**config.mk**
```make
export PLATFORM = sky130hd
export DESIGN_NAME = ipvs_top
export DESIGN_NICKNAME = d
export VERILOG_FILES = /design/src/hw/ipvs_arbiter.v /design/src/hw/ipvs_evt.v /design/src/hw/ipvs_top.v
export VERILOG_INCLUDE_DIRS = /design/src /design/src/hw
export SDC_FILE = /design/constraint.sdc
export NUM_CORES = 1
export LEC_CHECK = 0
export BUFFER_PORTS_ARGS = -buffer_cell sky130_fd_sc_hd__buf_4
export CAP_MARGIN = 20
export CORE_AREA = 2 2 89 91
export DETAILED_ROUTE_END_ITERATION = 10
export DIE_AREA = 0 0 91 93
export PLACE_DENSITY = 0.84
export SLEW_MARGIN = 40
export SYNTH_ARGS = -nofsm -noshare
export SYNTH_HDL_FRONTEND = slang
export SYNTH_HIERARCHICAL = 1
export SYNTH_SLANG_ARGS = --single-unit
```
**constraint.sdc**
```tcl
create_clock -name pclk -period 22.7 [get_ports pclk]
set_clock_uncertainty 0.15 [all_clocks]
set_input_delay 6.81 -clock pclk [delete_from_list [all_inputs] [get_ports pclk]]
set_output_delay 6.81 -clock pclk [all_outputs]
set_load 0.005 [all_outputs]
```
**src/hw/ipvs_map.vh**
```
// Register offsets, field positions, reset values and vector constants for the priority and vector block
`ifndef IPVS_MAP_VH
`define IPVS_MAP_VH
`define IPVS_OFF_PRIO_A     12'h000
`define IPVS_OFF_PRIO_D     12'h004
`define IPVS_OFF_STATUS     12'h008
`define IPVS_OFF_ENABLE     12'h00c
`define IPVS_OFF_EVT_STAT   12'h010
`define IPVS_OFF_EVT_MASK   12'h014
`define IPVS_OFF_VEC_BASE   12'h018
`define IPVS_PRIO_RESET     3'h4
`define IPVS_PRIO_A_MASK    16'h7777
`define IPVS_PRIO_D_MASK    16'h0777
`define IPVS_LVL_LSB        8
`define IPVS_VEC_LSB        0
`define IPVS_VEC_OFFSET     8
`define IPVS_NSRC           7
`define IPVS_SRC_EXT0       0
`define IPVS_SRC_CAP1       1
`define IPVS_SRC_CMP1       2
`define IPVS_SRC_TMR1       3
`define IPVS_SRC_UART1TX    4
`define IPVS_SRC_ADC1       5
`define IPVS_SRC_DMA1       6
`define IPVS_EVT_NEW_PEND   0
`define IPVS_EVT_LVL_CHG    1
`endif

```
**src/hw/ipvs_arbiter.v**
```verilog
// Combinational search for the highest-priority enabled, requesting source
`include "ipvs_map.vh"
module ipvs_arbiter #(
  parameter NSRC = 7
) (
  // Sources
  input  wire [NSRC-1:0]   req,
  input  wire [NSRC-1:0]   en,
  input  wire [3*NSRC-1:0] prio,
  // Winner
  output reg               found,
  output reg  [2:0]        win_prio,
  output reg  [6:0]        win_idx
);
  integer i;
  always @* begin
    found    = 1'b0;
    win_prio = 3'h0;
    win_idx  = 7'h00;
    // Lowest index wins a tie at equal priority
    for (i = 0; i < NSRC; i = i + 1) begin
      if (req[i] && en[i] && prio[3*i +: 3] != 3'h0 && prio[3*i +: 3] > win_prio) begin
        found    = 1'b1;
        win_prio = prio[3*i +: 3];
        win_idx  = i[6:0];
      end
    end
  end
endmodule

```
**src/hw/ipvs_evt.v**
```verilog
// Sticky event flags with write-one-to-clear, mask and level interrupt
module ipvs_evt #(
  parameter N = 2
) (
  // Clock and reset
  input  wire         pclk,
  input  wire         presetn,
  // Events and software access
  input  wire [N-1:0] evt,
  input  wire [N-1:0] clr,
  input  wire         mask_we,
  input  wire [N-1:0] mask_wdata,
  // State
  output reg  [N-1:0] stat_q,
  output reg  [N-1:0] mask_q,
  output reg          irq_q
);
  wire [N-1:0] stat_d = (stat_q & ~clr) | evt;
  always @(posedge pclk or negedge presetn) begin
    if (!presetn) begin
      stat_q <= {N{1'b0}};
      mask_q <= {N{1'b0}};
      irq_q  <= 1'b0;
    end else begin
      stat_q <= stat_d;
      if (mask_we) begin
        mask_q <= mask_wdata;
      end
      irq_q <= |(stat_d & (mask_we ? mask_wdata : mask_q));
    end
  end
endmodule

```
**src/hw/ipvs_top.v**
```verilog
// APB register block for source priorities, enables and pending vector status
//
// Our own choices: the register offsets and the APB slave port.
`include "ipvs_map.vh"
// Notes on behaviour
// RULE1: Each source has a 3-bit priority; code 111 is level 7, highest.
// RULE2: Code 001 is level 1, lowest active; other codes equal their value.
// RULE3: Priority code 000 disables the source; it never becomes pending.
// RULE4: Priority fields are read/write and reset to 100 (level 4).
// RULE5: Register A: timer1 14-12, compare1 10-8, capture1 6-4, external0 2-0.
// RULE6: Register D: dma1 10-8, adc1 6-4, uart1 tx 2-0; 15-11 unimplemented.
// RULE7: Status bits 11-8 give the new 4-bit CPU priority level.
// RULE8: Status bits 6-0 give pending vector number minus eight; the code gives vec_base_q plus the source index instead.
// RULE9: Status bits are read-only, reset to zero; 15-12 and 7 unimplemented.
// RULE10: Each source has an enable bit; 0 blocks its request.
// RULE11: Unimplemented bits ignore writes and read as zero.
// RULE12: Highest-priority enabled requesting source is presented as pending.
module ipvs_top #(
  parameter NSRC = `IPVS_NSRC
) (
  // Clock and reset
  input  wire            pclk,
  input  wire            presetn,
  // APB slave
  input  wire            psel,
  input  wire            penable,
  input  wire            pwrite,
  input  wire [11:0]     paddr,
  input  wire [31:0]     pwdata,
  output reg  [31:0]     prdata,
  output reg             pready,
  output reg             pslverr,
  // Interrupt sources
  input  wire [NSRC-1:0] src_req,
  // To the CPU core
  output reg             cpu_irq_pending,
  output reg  [3:0]      cpu_level,
  output reg  [6:0]      cpu_vector,
  output wire            evt_irq
);
  reg  [15:0]     prio_a_q;
  reg  [15:0]     prio_d_q;
  reg  [NSRC-1:0] enable_q;
  reg  [6:0]      vec_base_q;
  reg  [15:0]     status_q;
  wire [3*NSRC-1:0] prio_vec;
  wire            found;
  wire [2:0]      win_prio;
  wire [6:0]      win_idx;
  wire [1:0]      evt_stat;
  wire [1:0]      evt_mask;
  wire            wr_acc;
  reg  [15:0]     status_d;
  reg  [31:0]     rdata_d;
  reg             err_d;

  // Write mask leaves unimplemented bits at zero
  function [15:0] wmask;
    input [15:0] data;
    input [15:0] mask;
    begin
      wmask = data & mask;
    end
  endfunction

  function addr_ok;
    input [11:0] a;
    begin
      addr_ok = (a == `IPVS_OFF_PRIO_A) || (a == `IPVS_OFF_PRIO_D) || (a == `IPVS_OFF_STATUS) ||
                (a == `IPVS_OFF_ENABLE) || (a == `IPVS_OFF_EVT_STAT) || (a == `IPVS_OFF_EVT_MASK) ||
                (a == `IPVS_OFF_VEC_BASE);
    end
  endfunction

  assign wr_acc = psel && penable && pwrite && addr_ok(paddr);

  // Priority fields per source index
  assign prio_vec[3*`IPVS_SRC_EXT0    +: 3] = prio_a_q[2:0];   // RULE5
  assign prio_vec[3*`IPVS_SRC_CAP1    +: 3] = prio_a_q[6:4];   // RULE5
  assign prio_vec[3*`IPVS_SRC_CMP1    +: 3] = prio_a_q[10:8];  // RULE5
  assign prio_vec[3*`IPVS_SRC_TMR1    +: 3] = prio_a_q[14:12]; // RULE5
  assign prio_vec[3*`IPVS_SRC_UART1TX +: 3] = prio_d_q[2:0];   // RULE6
  assign prio_vec[3*`IPVS_SRC_ADC1    +: 3] = prio_d_q[6:4];   // RULE6
  assign prio_vec[3*`IPVS_SRC_DMA1    +: 3] = prio_d_q[10:8];  // RULE6

  ipvs_arbiter #(
    .NSRC (NSRC)
  ) u_arb (
    .req      (src_req),
    .en       (enable_q),
    .prio     (prio_vec),
    .found    (found),
    .win_prio (win_prio),
    .win_idx  (win_idx)
  );

  // Software-visible control registers
  always @(posedge pclk or negedge presetn) begin
    if (!presetn) begin
      prio_a_q   <= {1'b0, `IPVS_PRIO_RESET, 1'b0, `IPVS_PRIO_RESET,
                     1'b0, `IPVS_PRIO_RESET, 1'b0, `IPVS_PRIO_RESET}; // RULE4
      prio_d_q   <= {5'h00, `IPVS_PRIO_RESET, 1'b0, `IPVS_PRIO_RESET,
                     1'b0, `IPVS_PRIO_RESET}; // RULE4
      enable_q   <= {NSRC{1'b0}};
      vec_base_q <= 7'h00;
    end else if (wr_acc) begin
      case (paddr)
        `IPVS_OFF_PRIO_A: begin
          prio_a_q <= wmask(pwdata[15:0], `IPVS_PRIO_A_MASK); // RULE11
        end
        `IPVS_OFF_PRIO_D: begin
          prio_d_q <= wmask(pwdata[15:0], `IPVS_PRIO_D_MASK); // RULE11
        end
        `IPVS_OFF_ENABLE: begin
          enable_q <= pwdata[NSRC-1:0]; // RULE10
        end
        `IPVS_OFF_VEC_BASE: begin
          vec_base_q <= pwdata[6:0];
        end
        default: begin
          enable_q <= enable_q;
        end
      endcase
    end
  end

  // Pending level and vector; nothing pending shows level 0 and code 0
  always @* begin
    status_d = 16'h0000;
    if (found) begin // RULE3 RULE12
      status_d[`IPVS_LVL_LSB +: 4] = {1'b0, win_prio};               // RULE1 RULE2 RULE7
      status_d[`IPVS_VEC_LSB +: 7] = vec_base_q + win_idx;           // RULE8
    end
  end

  always @(posedge pclk or negedge presetn) begin
    if (!presetn) begin
      status_q        <= 16'h0000; // RULE9
      cpu_irq_pending <= 1'b0;
      cpu_level       <= 4'h0;
      cpu_vector      <= 7'h00;
    end else begin
      status_q        <= status_d;
      cpu_irq_pending <= found;
      cpu_level       <= status_d[`IPVS_LVL_LSB +: 4];
      cpu_vector      <= status_d[`IPVS_VEC_LSB +: 7];
    end
  end

  // Events: a source becomes pending while none was pending, or the pending level changes
  wire [1:0] evt_in;
  assign evt_in[`IPVS_EVT_NEW_PEND] = found && !cpu_irq_pending;
  assign evt_in[`IPVS_EVT_LVL_CHG]  = status_d[`IPVS_LVL_LSB +: 4] != status_q[`IPVS_LVL_LSB +: 4];

  wire evt_irq_w;
  ipvs_evt #(
    .N (2)
  ) u_evt (
    .pclk       (pclk),
    .presetn    (presetn),
    .evt        (evt_in),
    .clr        ((wr_acc && paddr == `IPVS_OFF_EVT_STAT) ? pwdata[1:0] : 2'b00),
    .mask_we    (wr_acc && paddr == `IPVS_OFF_EVT_MASK),
    .mask_wdata (pwdata[1:0]),
    .stat_q     (evt_stat),
    .mask_q     (evt_mask),
    .irq_q      (evt_irq_w)
  );
  assign evt_irq = evt_irq_w;

  // APB read data and error; status register ignores writes
  always @* begin
    rdata_d = 32'h0000_0000;
    err_d   = !addr_ok(paddr);
    case (paddr)
      `IPVS_OFF_PRIO_A:   rdata_d[15:0]     = prio_a_q;
      `IPVS_OFF_PRIO_D:   rdata_d[15:0]     = prio_d_q;
      `IPVS_OFF_STATUS:   rdata_d[15:0]     = status_q; // RULE9
      `IPVS_OFF_ENABLE:   rdata_d[NSRC-1:0] = enable_q;
      `IPVS_OFF_EVT_STAT: rdata_d[1:0]      = evt_stat;
      `IPVS_OFF_EVT_MASK: rdata_d[1:0]      = evt_mask;
      `IPVS_OFF_VEC_BASE: rdata_d[6:0]      = vec_base_q;
      default:            rdata_d           = 32'h0000_0000;
    endcase
  end

  // Zero-wait answer: pready registered high during setup, so access completes in one cycle
  always @(posedge pclk or negedge presetn) begin
    if (!presetn) begin
      prdata  <= 32'h0000_0000;
      pready  <= 1'b0;
      pslverr <= 1'b0;
    end else begin
      pready  <= psel && !penable;
      pslverr <= psel && !penable && err_d;
      prdata  <= (psel && !penable && !pwrite) ? rdata_d : 32'h0000_0000;
    end
  end
endmodule

```
==> results of run 1 <==
[worst paths after layout]
check	endpoint	cells after the start	slack (ns)	startpoint
min reg2reg	vec_base_q[0]	1	0.37	vec_base_q[0]
max	status_q[6]	44	6.28	src_req[0]
max reg2reg	status_q[6]	43	12.26	prio_a_q[2]
min in group asynchronous	vec_base_q[1]	1	6.28	presetn
min	vec_base_q[0]	1	0.37	vec_base_q[0]
max in group asynchronous	prio_a_q[8]	1	15.71	presetn
[metal layers]
metal	track usage [%]	part of all wire, %	up-vias	wire length (µm)
li1	-	-	1530	-
met1	30.74	41	1678	4105
met2	41.98	50	138	5030
met3	4.754	6.1	25	609
met4	9.343	2.3	0	225
met5	0	0	-	0
[cell type report]
class                      instances  area share, %
multi-input combinational        298          48.53
inverter                          22          1.688
clock buffer                       9          2.533
timing repair buffer              63          9.747
clock inverter                     7         0.9465
sequential                        66          33.95
tap                              102          2.609
[cells in the mapped netlist (all sizes together) (8+ instances only)]
master	number	area share, %
mux2i	8	1.9
mux2	47	14
nand3	9	1.2
a21oi	16	1.9
nand2	19	1.7
ha	18	5.3
dfrtp	59	35
nor2	22	1.9
and2	16	2.4
o21ai	12	1.4
inv	22	1.9
buf	28	5.0
[cell usage in the layout (no fill, tap or decap), drive strengths merged, types with 5 or more instances in the layout]
master   n
nand3    9
a21o     7
dfstp    7
buf     63
o31ai    7
mux2    47
conb    24
nor2    22
and3     7
a21oi   16
and2    16
nor3b    6
dfrtp   59
o311ai   5
o21ai   12
nand2   19
inv     22
ha      18
clkbuf   9
xnor2    5
nand3b   5
mux2i    8
[kinds of logic (layout without fill, tap and decap cells)]
family | after synthesis | in the layout | share of synthesized area (%)
fa+ha+maj | 23 | 23 | 6.702
mux | 57 | 57 | 17.23
simple gates | 112 | 112 | 15.11
buf+inv | 56 | 101 | 7.466
flops | 66 | 66 | 39.01
other cells | 2 | 24 | 0.1764
xor+xnor | 5 | 5 | 1.029
compound gates | 77 | 77 | 13.29
[sequential cells by signal (all words and copies together), names as in the netlist]
name             cells
prdata              13
prio_a_q            12
prio_d_q             9
enable_q             7
vec_base_q           7
cpu_vector           6
cpu_level            3
u_evt/mask_q         2
u_evt/stat_q         2
cpu_irq_pending      1
pready               1
pslverr              1
status_q             1
u_evt/irq_q          1
[stage by stage]
step	hold WS, ns	cell area [µm²]	setup slack, ns
after global routing	0.3951	4891	5.676
after CTS	0.3757	4881	6.214
after detailed placement	0.3591	4711	5.845
final	0.3706	4891	6.283
after global placement	0.3378	4705	5.864
after floorplan	0.3146	4339	6.976
[report_power, final]
part | switching (mW) | internal (mW) | total, mW
combinational | 0.00885 | 0.00625 | 0.0151
clock | 0.0465 | 0.0391 | 0.0856
sequential | 0.000188 | 0.118 | 0.118
total | 0.0556 | 0.163 | 0.219
==> results.txt, run 1 <==
----------------------------------------------------
[Clock network]
  TritonCTS clock tree ... yes
  CTS max path bufs ... 2
  Total number of H-tree levels ... 3
  Number of cells upsized or downsized after cts ... 0
  Clock transition at the registers of the reported paths ... 0.07 ns
  Number of buffers created by CTS ... 9
  Setup Fix Bufs, Post-CTS ... 0
  Worst skew pair latency ... 0.35 ns
  Root buffer cell ... clkbuf_8
  Cts-stage hold buffer count ... 0
  Clock tree sinks ... 66

[Power and ir drop]
  Leakage power total ... 2.375 nW
  Worst vdd ir ... 0.03132 mV
  Cell area power density ... 44.72 nW/µm²
  Overall power consumption ... 0.2187 mW

[Placement]
  Final RePlAce weighted congestion ... 0.9205
  Placed wire-length estimate after detailed placement ... 7.558 mm
  Cell total after placement ... 551
  Number of port buffers ... 63

[Die]
  Die width ... 91 µm
  Area enclosed by the die boundary ... 8463 µm²
  Height of the chip ... 93 µm
  Initial standard-cell utilization of the core ... 56.55%
  Number of primary I/O pins ... 103
  Core box area ... 7527 µm²
  Row count ... 32

[Synth]
  Flip-flop and latch count after synthesis ... 66
  Number of library cell types mapped by synthesis ... 66
  Number of synthesized flops with an enable pin ... 0
  Yosys warning total ... 6
  Number of standard cells after synthesis ... 398
  Share of the yosys chip area belonging to registers ... 39.01%
  Share of synthesized flip-flops with an asynchronous set or reset ... 100.0%
  Post-synthesis instance area ... 4257 µm²
  Most common flop cell mapped by yosys ... dfrtp_1
  Mean instance size in the synthesized netlist ... 10.69 µm²

[Global routing]
  Maximum number of pins on one net before global-route repair ... 67
  Global-route wire length before repair ... 16.24 mm
  Initial antenna violation count ... 0
  Global-route congestion overflow total ... 0
  Combined global-route utilization of all metal layers ... 24.45%
  Vias in the first global route ... 3329

[Setup path]
  CP Launch Type ... primary input
  Critical path capture point type ... register
  Data arrival at the endpoint of the critical path ... 16.48 ns
  Classification of the worst setup path ... primary input to register
  Number of buffer and inverter instances along the worst setup path ... 2
  Max stage delay on crit path ... 0.58 ns
  Top fanout value on the critical path ... 10
  Critical path's slowest cell ... a311oi_2
  Required @ worst endpoint ... 22.77 ns
  Kind of cell with the highest combined delay on the critical path ... compound AO/OA/AOI/OAI gates

[Drt]
  Ratio of routed vias to standard cells ... 5.945
  Total number of vias ... 3371
  Antenna Nets Post-Route ... 0
  Detailed-route wire length per cell ... 17.58 µm
  Number of violations reported at the end of detailed-routing iteration 0 ... 234
  Final WL ... 9.970 mm
  Post-detailed-route DRC marker count ... 0
  Drt first pass iters ... 8

[Finish]
  Filler Cell Count ... 626
  Post-layout nets ... 535
  Multi-input gate area ... 2374 µm²
  Layout Area Growth over Synthesis ... 14.90%
  Fraction of the core area covered by cells at the end of the flow ... 64.98%
  Sequential cell area ... 1660 µm²
  Number of inserted diodes ... 0
  Share of layout cells above drive strength 1 ... 33.98%
  Final non-filler cell total ... 567

[Timing]
  Max Freq ... 0.06091 GHz
  Pin slew with the least headroom to its limit ... 0.6481 ns
  Final worst path period share ... 72.32%
  Final sum of negative setup slack ... 0 ns
  Headroom to the max-slew limit ... 56.79%
  Number of max-slew violations in the final report ... 0
  Final critical-path required period ... 16.42 ns
  Number of setup violations in the final report ... 0
  RSZ-0062 raised after global routing ... false
  Hold Fails Final Rpt ... 0

[Job]
  Max-capacitance violation count ... 0

[Worst hold path]
  Path class of the lowest-slack min-delay path ... register to register

[Run status]
  Outcome ... finished clean

----------------------------------------------------
(Power assumes the default switching activity.)
==> run 2: changes to the inputs <==
--- a/config.mk
+++ b/config.mk
@@ -8,10 +8,10 @@
 export LEC_CHECK = 0
 export BUFFER_PORTS_ARGS = -buffer_cell sky130_fd_sc_hd__buf_4
 export CAP_MARGIN = 20
-export CORE_AREA = 2 2 89 91
+export CORE_AREA = 2 2 92 94
 export DETAILED_ROUTE_END_ITERATION = 10
-export DIE_AREA = 0 0 91 93
-export PLACE_DENSITY = 0.84
+export DIE_AREA = 0 0 94 96
+export PLACE_DENSITY = 0.79
 export SLEW_MARGIN = 40
 export SYNTH_ARGS = -nofsm -noshare
 export SYNTH_HDL_FRONTEND = slang
==> constraint.sdc (replaced) <==
create_clock -name pclk -period 17.2 [get_ports pclk]
set_clock_uncertainty 0.15 [all_clocks]
set_input_delay 5.16 -clock pclk [delete_from_list [all_inputs] [get_ports pclk]]
set_output_delay 5.16 -clock pclk [all_outputs]
set_load 0.005 [all_outputs]
==> results.txt, run 2 (synthesis gave the netlist of run 1 again) <==
----------------------------------------------------
[Placement]
  Placed wire-length estimate after detailed placement ... 7.591 mm (was 7.558 mm)
  Final RePlAce weighted congestion ... 1.038 (was 0.9205)
  Post-placement worst setup slack ... 2.043 ns (was 5.845 ns)
  Number of port buffers ... 63 (unchanged)
  Cell total after placement ... 554 (was 551)

[Die]
  Initial standard-cell utilization of the core ... 52.87% (was 56.55%)
  Number of primary I/O pins ... 103 (unchanged)
  Core box area ... 8051 µm² (was 7527 µm²)
  Die width ... 94 µm (was 91 µm)
  Row count ... 33 (was 32)
  Height of the chip ... 96 µm (was 93 µm)
  Area enclosed by the die boundary ... 9024 µm² (was 8463 µm²)

[Clock network]
  Root buffer cell ... clkbuf_8 (unchanged)
  Cts-stage hold buffer count ... 0 (unchanged)
  Number of buffers created by CTS ... 9 (unchanged)
  Worst skew pair latency ... 0.35 ns (about the same)
  Number of cells upsized or downsized after cts ... 0 (unchanged)
  Total number of H-tree levels ... 3 (unchanged)
  TritonCTS clock tree ... yes (unchanged)
  Clock tree sinks ... 66 (unchanged)
  Clock transition at the registers of the reported paths ... 0.07 ns (about the same)
  CTS max path bufs ... 2 (unchanged)
  Setup Fix Bufs, Post-CTS ... 0 (unchanged)

[Finish]
  Leading registers by flop count ... prdata: 13 flops, prio_a_q: 12 flops, prio_d_q: 9 flops (unchanged)
  Final non-filler cell total ... 570 (was 567)
  Filler Cell Count ... 672 (was 626)
  Post-layout nets ... 535 (unchanged)
  Most frequent standard cell in the layout excluding fill and tap cells ... buf_4 (unchanged)
  Layout Area Growth over Synthesis ... 17.23% (was 14.90%)
  Commonest cells after routing, fill and taps aside ... buf_4 (62), dfrtp_1 (59), mux2_2 (24), conb_1 (24) (unchanged)
  Number of inserted diodes ... 0 (unchanged)
  Flip-flop count of the largest register after layout ... 13 (unchanged)
  Register containing the most flip-flops in the final layout ... prdata (unchanged)
  Share of layout cells above drive strength 1 ... 33.98% (unchanged)

[Timing]
  Final sum of negative setup slack ... 0 ns (unchanged)
  Max Freq ... 0.06766 GHz
  Setup slack of the critical path after layout ... 2.421 ns (was 6.283 ns)
  Final worst path period share ... 85.92%
  RSZ-0062 raised after global routing ... false (unchanged)
  Headroom to the max-slew limit ... 55.75% (was 56.79%)
  Pin slew with the least headroom to its limit ... 0.6546 ns (was 0.6481 ns)
  Hold Fails Final Rpt ... 0 (unchanged)
  Final critical-path required period ... 14.78 ns
  Number of setup violations in the final report ... 0 (unchanged)
  Number of max-slew violations in the final report ... 0 (unchanged)

[Setup path]
  Top fanout value on the critical path ... 10 (unchanged)
  CP Launch Type ... primary input (unchanged)
  Start point of the critical path ... src_req[0] (unchanged)
  Max stage delay on crit path ... 0.56 ns (was 0.58 ns)
  Required @ worst endpoint ... 17.28 ns (was 22.77 ns)
  Data arrival at the endpoint of the critical path ... 14.86 ns (was 16.48 ns)
  Reg2Reg Launch Point ... prio_a_q[2] (unchanged)
  Classification of the worst setup path ... primary input to register (unchanged)
  Critical path capture point type ... register (unchanged)
  Critical path's slowest cell ... a311oi_2 (unchanged)
  Most frequent cell on the critical path ... ha_1

[Drt]
  Routed metal-1 wirelength ... 4.381 mm (was 4.105 mm)
  Amount of wire on met3 after detailed routing ... 450 µm (was 609 µm)
  Drt first pass iters ... 4 (was 8)
  Post-detailed-route DRC marker count ... 0 (unchanged)
  Antenna Nets Post-Route ... 0 (unchanged)
  Uppermost routed layer ... met4 (unchanged)
  Number of violations reported at the end of detailed-routing iteration 0 ... 190 (was 234)
  Total number of vias ... 3244 (was 3371)
  Ratio of routed vias to standard cells ... 5.691 (was 5.945)
  Final WL ... 9.956 mm (was 9.970 mm)
  Routed met2 length ... 4.909 mm (was 5.030 mm)
  Detailed-route wire length per cell ... 17.47 µm (was 17.58 µm)

[Run status]
  Outcome ... finished clean (unchanged)

[Global routing]
  Maximum number of pins on one net before global-route repair ... 67 (unchanged)
  Initial antenna violation count ... 0 (unchanged)
  Vias in the first global route ... 3188 (was 3329)
  Global-route congestion overflow total ... 0 (unchanged)
  Combined global-route utilization of all metal layers ... 23.73% (was 24.45%)
  Global-route wire length before repair ... 16.22 mm (was 16.24 mm)

[Worst hold path]
  Path class of the lowest-slack min-delay path ... register to register (unchanged)
  Hold path startpoint ... u_evt/stat_q[1] (was vec_base_q[0])

[Power and ir drop]
  Worst vdd ir ... 0.04790 mV (was 0.03132 mV)
  Overall power consumption ... 0.3476 mW (was 0.2187 mW)
  Leakage power total ... 2.424 nW (was 2.375 nW)
  Cell area power density ... 69.65 nW/µm² (was 44.72 nW/µm²)

[Job]
  Max-capacitance violation count ... 0 (unchanged)

----------------------------------------------------
[run 2: changes by cell type in the layout (fill, tap and decap cells not counted), sizes merged]
cell	before	now
clkinv	4	2
clkinvlp	3	1
bufinv	0	4
[run 2: worst paths after layout]
check	endpoint	cells after the start	slack, ns
min in group asynchronous	u_evt/mask_q[1]	1	4.65
hold / removal	u_evt/stat_q[1]	1	0.35
setup reg to reg	status_q[6]	43	6.77
hold reg to reg	u_evt/stat_q[1]	1	0.35
max in group asynchronous	prdata[0]	1	11.86
setup / recovery	status_q[6]	44	2.42
[run 2: cell type report]
cell class                 instances  area (µm²)  area share, %
inverter                          22       82.58          1.655
tap                              105       131.4          2.633
sequential                        66        1660          33.27
multi-input combinational        298        2374          47.57
clock inverter                     7       141.4          2.834
timing repair buffer              63       476.7          9.554
clock buffer                       9       123.9          2.482
[run 2: stage by stage]
step	util (%)	hold WS (ns)	cell area [µm²]
final	61.97	0.3547	4990
after global routing	61.97	0.3880	4990
after CTS	61.85	0.3580	4980
after detailed placement	58.55	0.3415	4715
after global placement	58.48	0.3414	4708
after floorplan	-	0.3146	4339
[run 2: report_power, final]
| group | total [mW] | switching (mW) | internal [mW] |
|---|---|---|---|
| logic | 0.0198 | 0.0116 | 0.00823 |
| registers | 0.156 | 0.000216 | 0.156 |
| clock network | 0.172 | 0.0611 | 0.111 |
| total | 0.348 | 0.0729 | 0.275 |
[run 2: routing by layer]
layer / vias to the layer above / global-route usage, %
li1: 1535 / -
met1: 1607 / 31.85
met2: 83 / 38.93
met3: 19 / 3.446
met4: 0 / 9.662
met5: - / 0
[run 2: worst max-delay path, delay by kind of cell]
family	cells	cell delay, ns
and+or+nand+nor	10	1.65
muxes	1	0.41
adders and majority gates	10	2.89
AOI/OAI and AO/OA	21	4.58
buffers and inverters	2	0.17
==> run 3: changes to the inputs <==
==> constraint.sdc (replaced) <==
create_clock -name pclk -period 13.98 [get_ports pclk]
set_clock_uncertainty 0.15 [all_clocks]
set_input_delay 4.194 -clock pclk [delete_from_list [all_inputs] [get_ports pclk]]
set_output_delay 4.194 -clock pclk [all_outputs]
set_load 0.005 [all_outputs]
==> results.txt, run 3 (synthesis gave the netlist of run 1 again) <==
----------------------------------------------------
[Drt]
  Total number of vias ... 3300 (was 3244)
  Ratio of routed vias to standard cells ... 5.749 (was 5.691)
  Post-detailed-route DRC marker count ... 0 (unchanged)
  Number of violations reported at the end of detailed-routing iteration 0 ... 210 (was 190)
  Detailed-route wire length per cell ... 17.35 µm (was 17.47 µm)
  Antenna Nets Post-Route ... 0 (unchanged)
  Drt first pass iters ... 7 (was 4)
  Final WL ... 9.958 mm (was 9.956 mm)

[Die]
  Core box area ... 8051 µm² (unchanged)
  Number of primary I/O pins ... 103 (unchanged)
  Die width ... 94 µm (unchanged)
  Initial standard-cell utilization of the core ... 52.87% (unchanged)
  Height of the chip ... 96 µm (unchanged)
  Row count ... 33 (unchanged)
  Area enclosed by the die boundary ... 9024 µm² (unchanged)

[Finish]
  Flip-flop count of the largest register after layout ... 13 (unchanged)
  Layout Area Growth over Synthesis ... 16.99% (was 17.23%)
  Most frequent standard cell in the layout excluding fill and tap cells ... buf_4 (unchanged)
  Fraction of the core area covered by cells at the end of the flow ... 61.85% (was 61.97%)
  Commonest cells after routing, fill and taps aside ... buf_4 (66), dfrtp_1 (59), mux2_2 (24), conb_1 (24) (was buf_4 (62), dfrtp_1 (59), mux2_2 (24), conb_1 (24))
  Post-layout nets ... 539 (was 535)
  Share of layout cells above drive strength 1 ... 34.54% (was 33.98%)
  Number of inserted diodes ... 0 (unchanged)
  Leading registers by flop count ... prdata: 13 flops, prio_a_q: 12 flops, prio_d_q: 9 flops (unchanged)
  Register containing the most flip-flops in the final layout ... prdata (unchanged)

[Global routing]
  Combined global-route utilization of all metal layers ... 23.41% (was 23.73%)
  Global-route congestion overflow total ... 0 (unchanged)
  Initial antenna violation count ... 0 (unchanged)
  Global-route wire length before repair ... 15.99 mm (was 16.22 mm)
  Vias in the first global route ... 3214 (was 3188)
  Maximum number of pins on one net before global-route repair ... 67 (unchanged)

[Setup path]
  Critical path capture point type ... register (unchanged)
  Most frequent cell on the critical path ... ha_1 (unchanged)
  Kind of cell with the highest combined delay on the critical path ... compound AO/OA/AOI/OAI gates (unchanged)
  Critical path's slowest cell ... or3_2 (was a311oi_2)
  Classification of the worst setup path ... primary input to register (unchanged)
  Max stage delay on crit path ... 0.46 ns (was 0.56 ns)
  Number of buffer and inverter instances along the worst setup path ... 3 (was 2)
  Top fanout value on the critical path ... 6 (was 10)
  Data arrival at the endpoint of the critical path ... 13.47 ns (was 14.86 ns)
  CP Launch Type ... primary input (unchanged)
  Required @ worst endpoint ... 14.02 ns (was 17.28 ns)

[Timing]
  Number of setup violations in the final report ... 0 (unchanged)
  Headroom to the max-slew limit ... 56.21% (was 55.75%)
  Final worst path period share ... 96.04%
  Final sum of negative setup slack ... 0 ns (unchanged)
  Final critical-path required period ... 13.43 ns
  Pin slew with the least headroom to its limit ... 0.6478 ns (was 0.6546 ns)
  Number of max-slew violations in the final report ... 0 (unchanged)
  RSZ-0062 raised after global routing ... false (unchanged)
  Max Freq ... 0.07448 GHz
  Hold Fails Final Rpt ... 0 (unchanged)

[Clock network]
  CTS max path bufs ... 2 (unchanged)
  Worst skew pair latency ... 0.34 ns (was 0.35 ns)
  Root buffer cell ... clkbuf_8 (unchanged)
  Clock tree sinks ... 66 (unchanged)
  Number of buffers created by CTS ... 9 (unchanged)
  TritonCTS clock tree ... yes (unchanged)
  Total number of H-tree levels ... 3 (unchanged)
  Clock transition at the registers of the reported paths ... 0.07 ns (about the same)
  Setup Fix Bufs, Post-CTS ... 0 (unchanged)

[Worst hold path]
  Path class of the lowest-slack min-delay path ... register to register (unchanged)

[Run status]
  Outcome ... finished clean (unchanged)

[Placement]
  Final RePlAce weighted congestion ... 1.033 (was 1.038)
  Placed wire-length estimate after detailed placement ... 7.546 mm (was 7.591 mm)
  Number of port buffers ... 63 (unchanged)

[Power and ir drop]
  Cell area power density ... 78.96 nW/µm² (was 69.65 nW/µm²)
  Leakage power total ... 2.425 nW (was 2.424 nW)
  Worst vdd ir ... 0.04744 mV (was 0.04790 mV)

[Job]
  Max-capacitance violation count ... 0 (unchanged)

----------------------------------------------------
==> run 3: timing repair <==
item	in CTS	in global routing
hold buffers	0	0
endpoints found under the setup margin	0	6
resized for setup	0	3
==> run 3: per-stage QoR <==
| stage | power [mW] | worst slack [ns] | cell area, µm² | instances | hold slack, ns |
|---|---|---|---|---|---|
| after floorplan | 0.2088 | 0.8724 | 4339 | 420 | 0.3146 |
| after global placement | 0.2188 | 0.1655 | 4738 | 558 | 0.3416 |
| after detailed placement | 0.2193 | 0.07374 | 4738 | 558 | 0.3456 |
| after CTS | 0.3960 | 0.4061 | 4957 | 574 | 0.3613 |
| after global routing | 0.4085 | 0.006077 | 4980 | 574 | 0.3821 |
| final | 0.3932 | 0.5536 | 4980 | 574 | 0.3573 |
==> run 3: cell type report <==
type | count | area (µm²)
fillers | 651 | 3072
flip-flops and latches | 66 | 1660
well taps | 105 | 131.4
multi-input cells | 298 | 2380
clock buffers | 11 | 141.4
clock inverters | 5 | 77.57
inverters | 22 | 82.58
repair buffers | 67 | 506.7
==> run 3: power breakdown <==
part | total, mW | switching, mW | leakage, nW | internal [mW]
Clock | 0.177 | 0.0726 | 0.109 | 0.105
Combinational | 0.0242 | 0.0141 | 1.42 | 0.0101
Sequential | 0.192 | 0.000267 | 0.895 | 0.191
==> run 3: worst paths after layout <==
kind,startpoint,endpoint,slack (ns),depth (start not counted)
worst min-delay path,u_evt/stat_q[1],u_evt/stat_q[1],0.36,1
worst max-delay path,src_req[0],cpu_vector[5],0.55,44
worst min register to register,u_evt/stat_q[1],u_evt/stat_q[1],0.36,1
min in group asynchronous,presetn,pready,3.68,1
max in group asynchronous,presetn,prio_d_q[8],9.58,1
worst max register to register,prio_a_q[2],cpu_vector[5],3.91,43
==> run 3: layer usage <==
metal  routed length, µm  GRT usage [%]  vias to the layer above
met5                   0              0                        -
met4                 238          10.75                        0
met3                 579          4.229                       18
met2                4939          38.75                      106
met1                4200          30.04                     1634
li1                    -              -                     1542
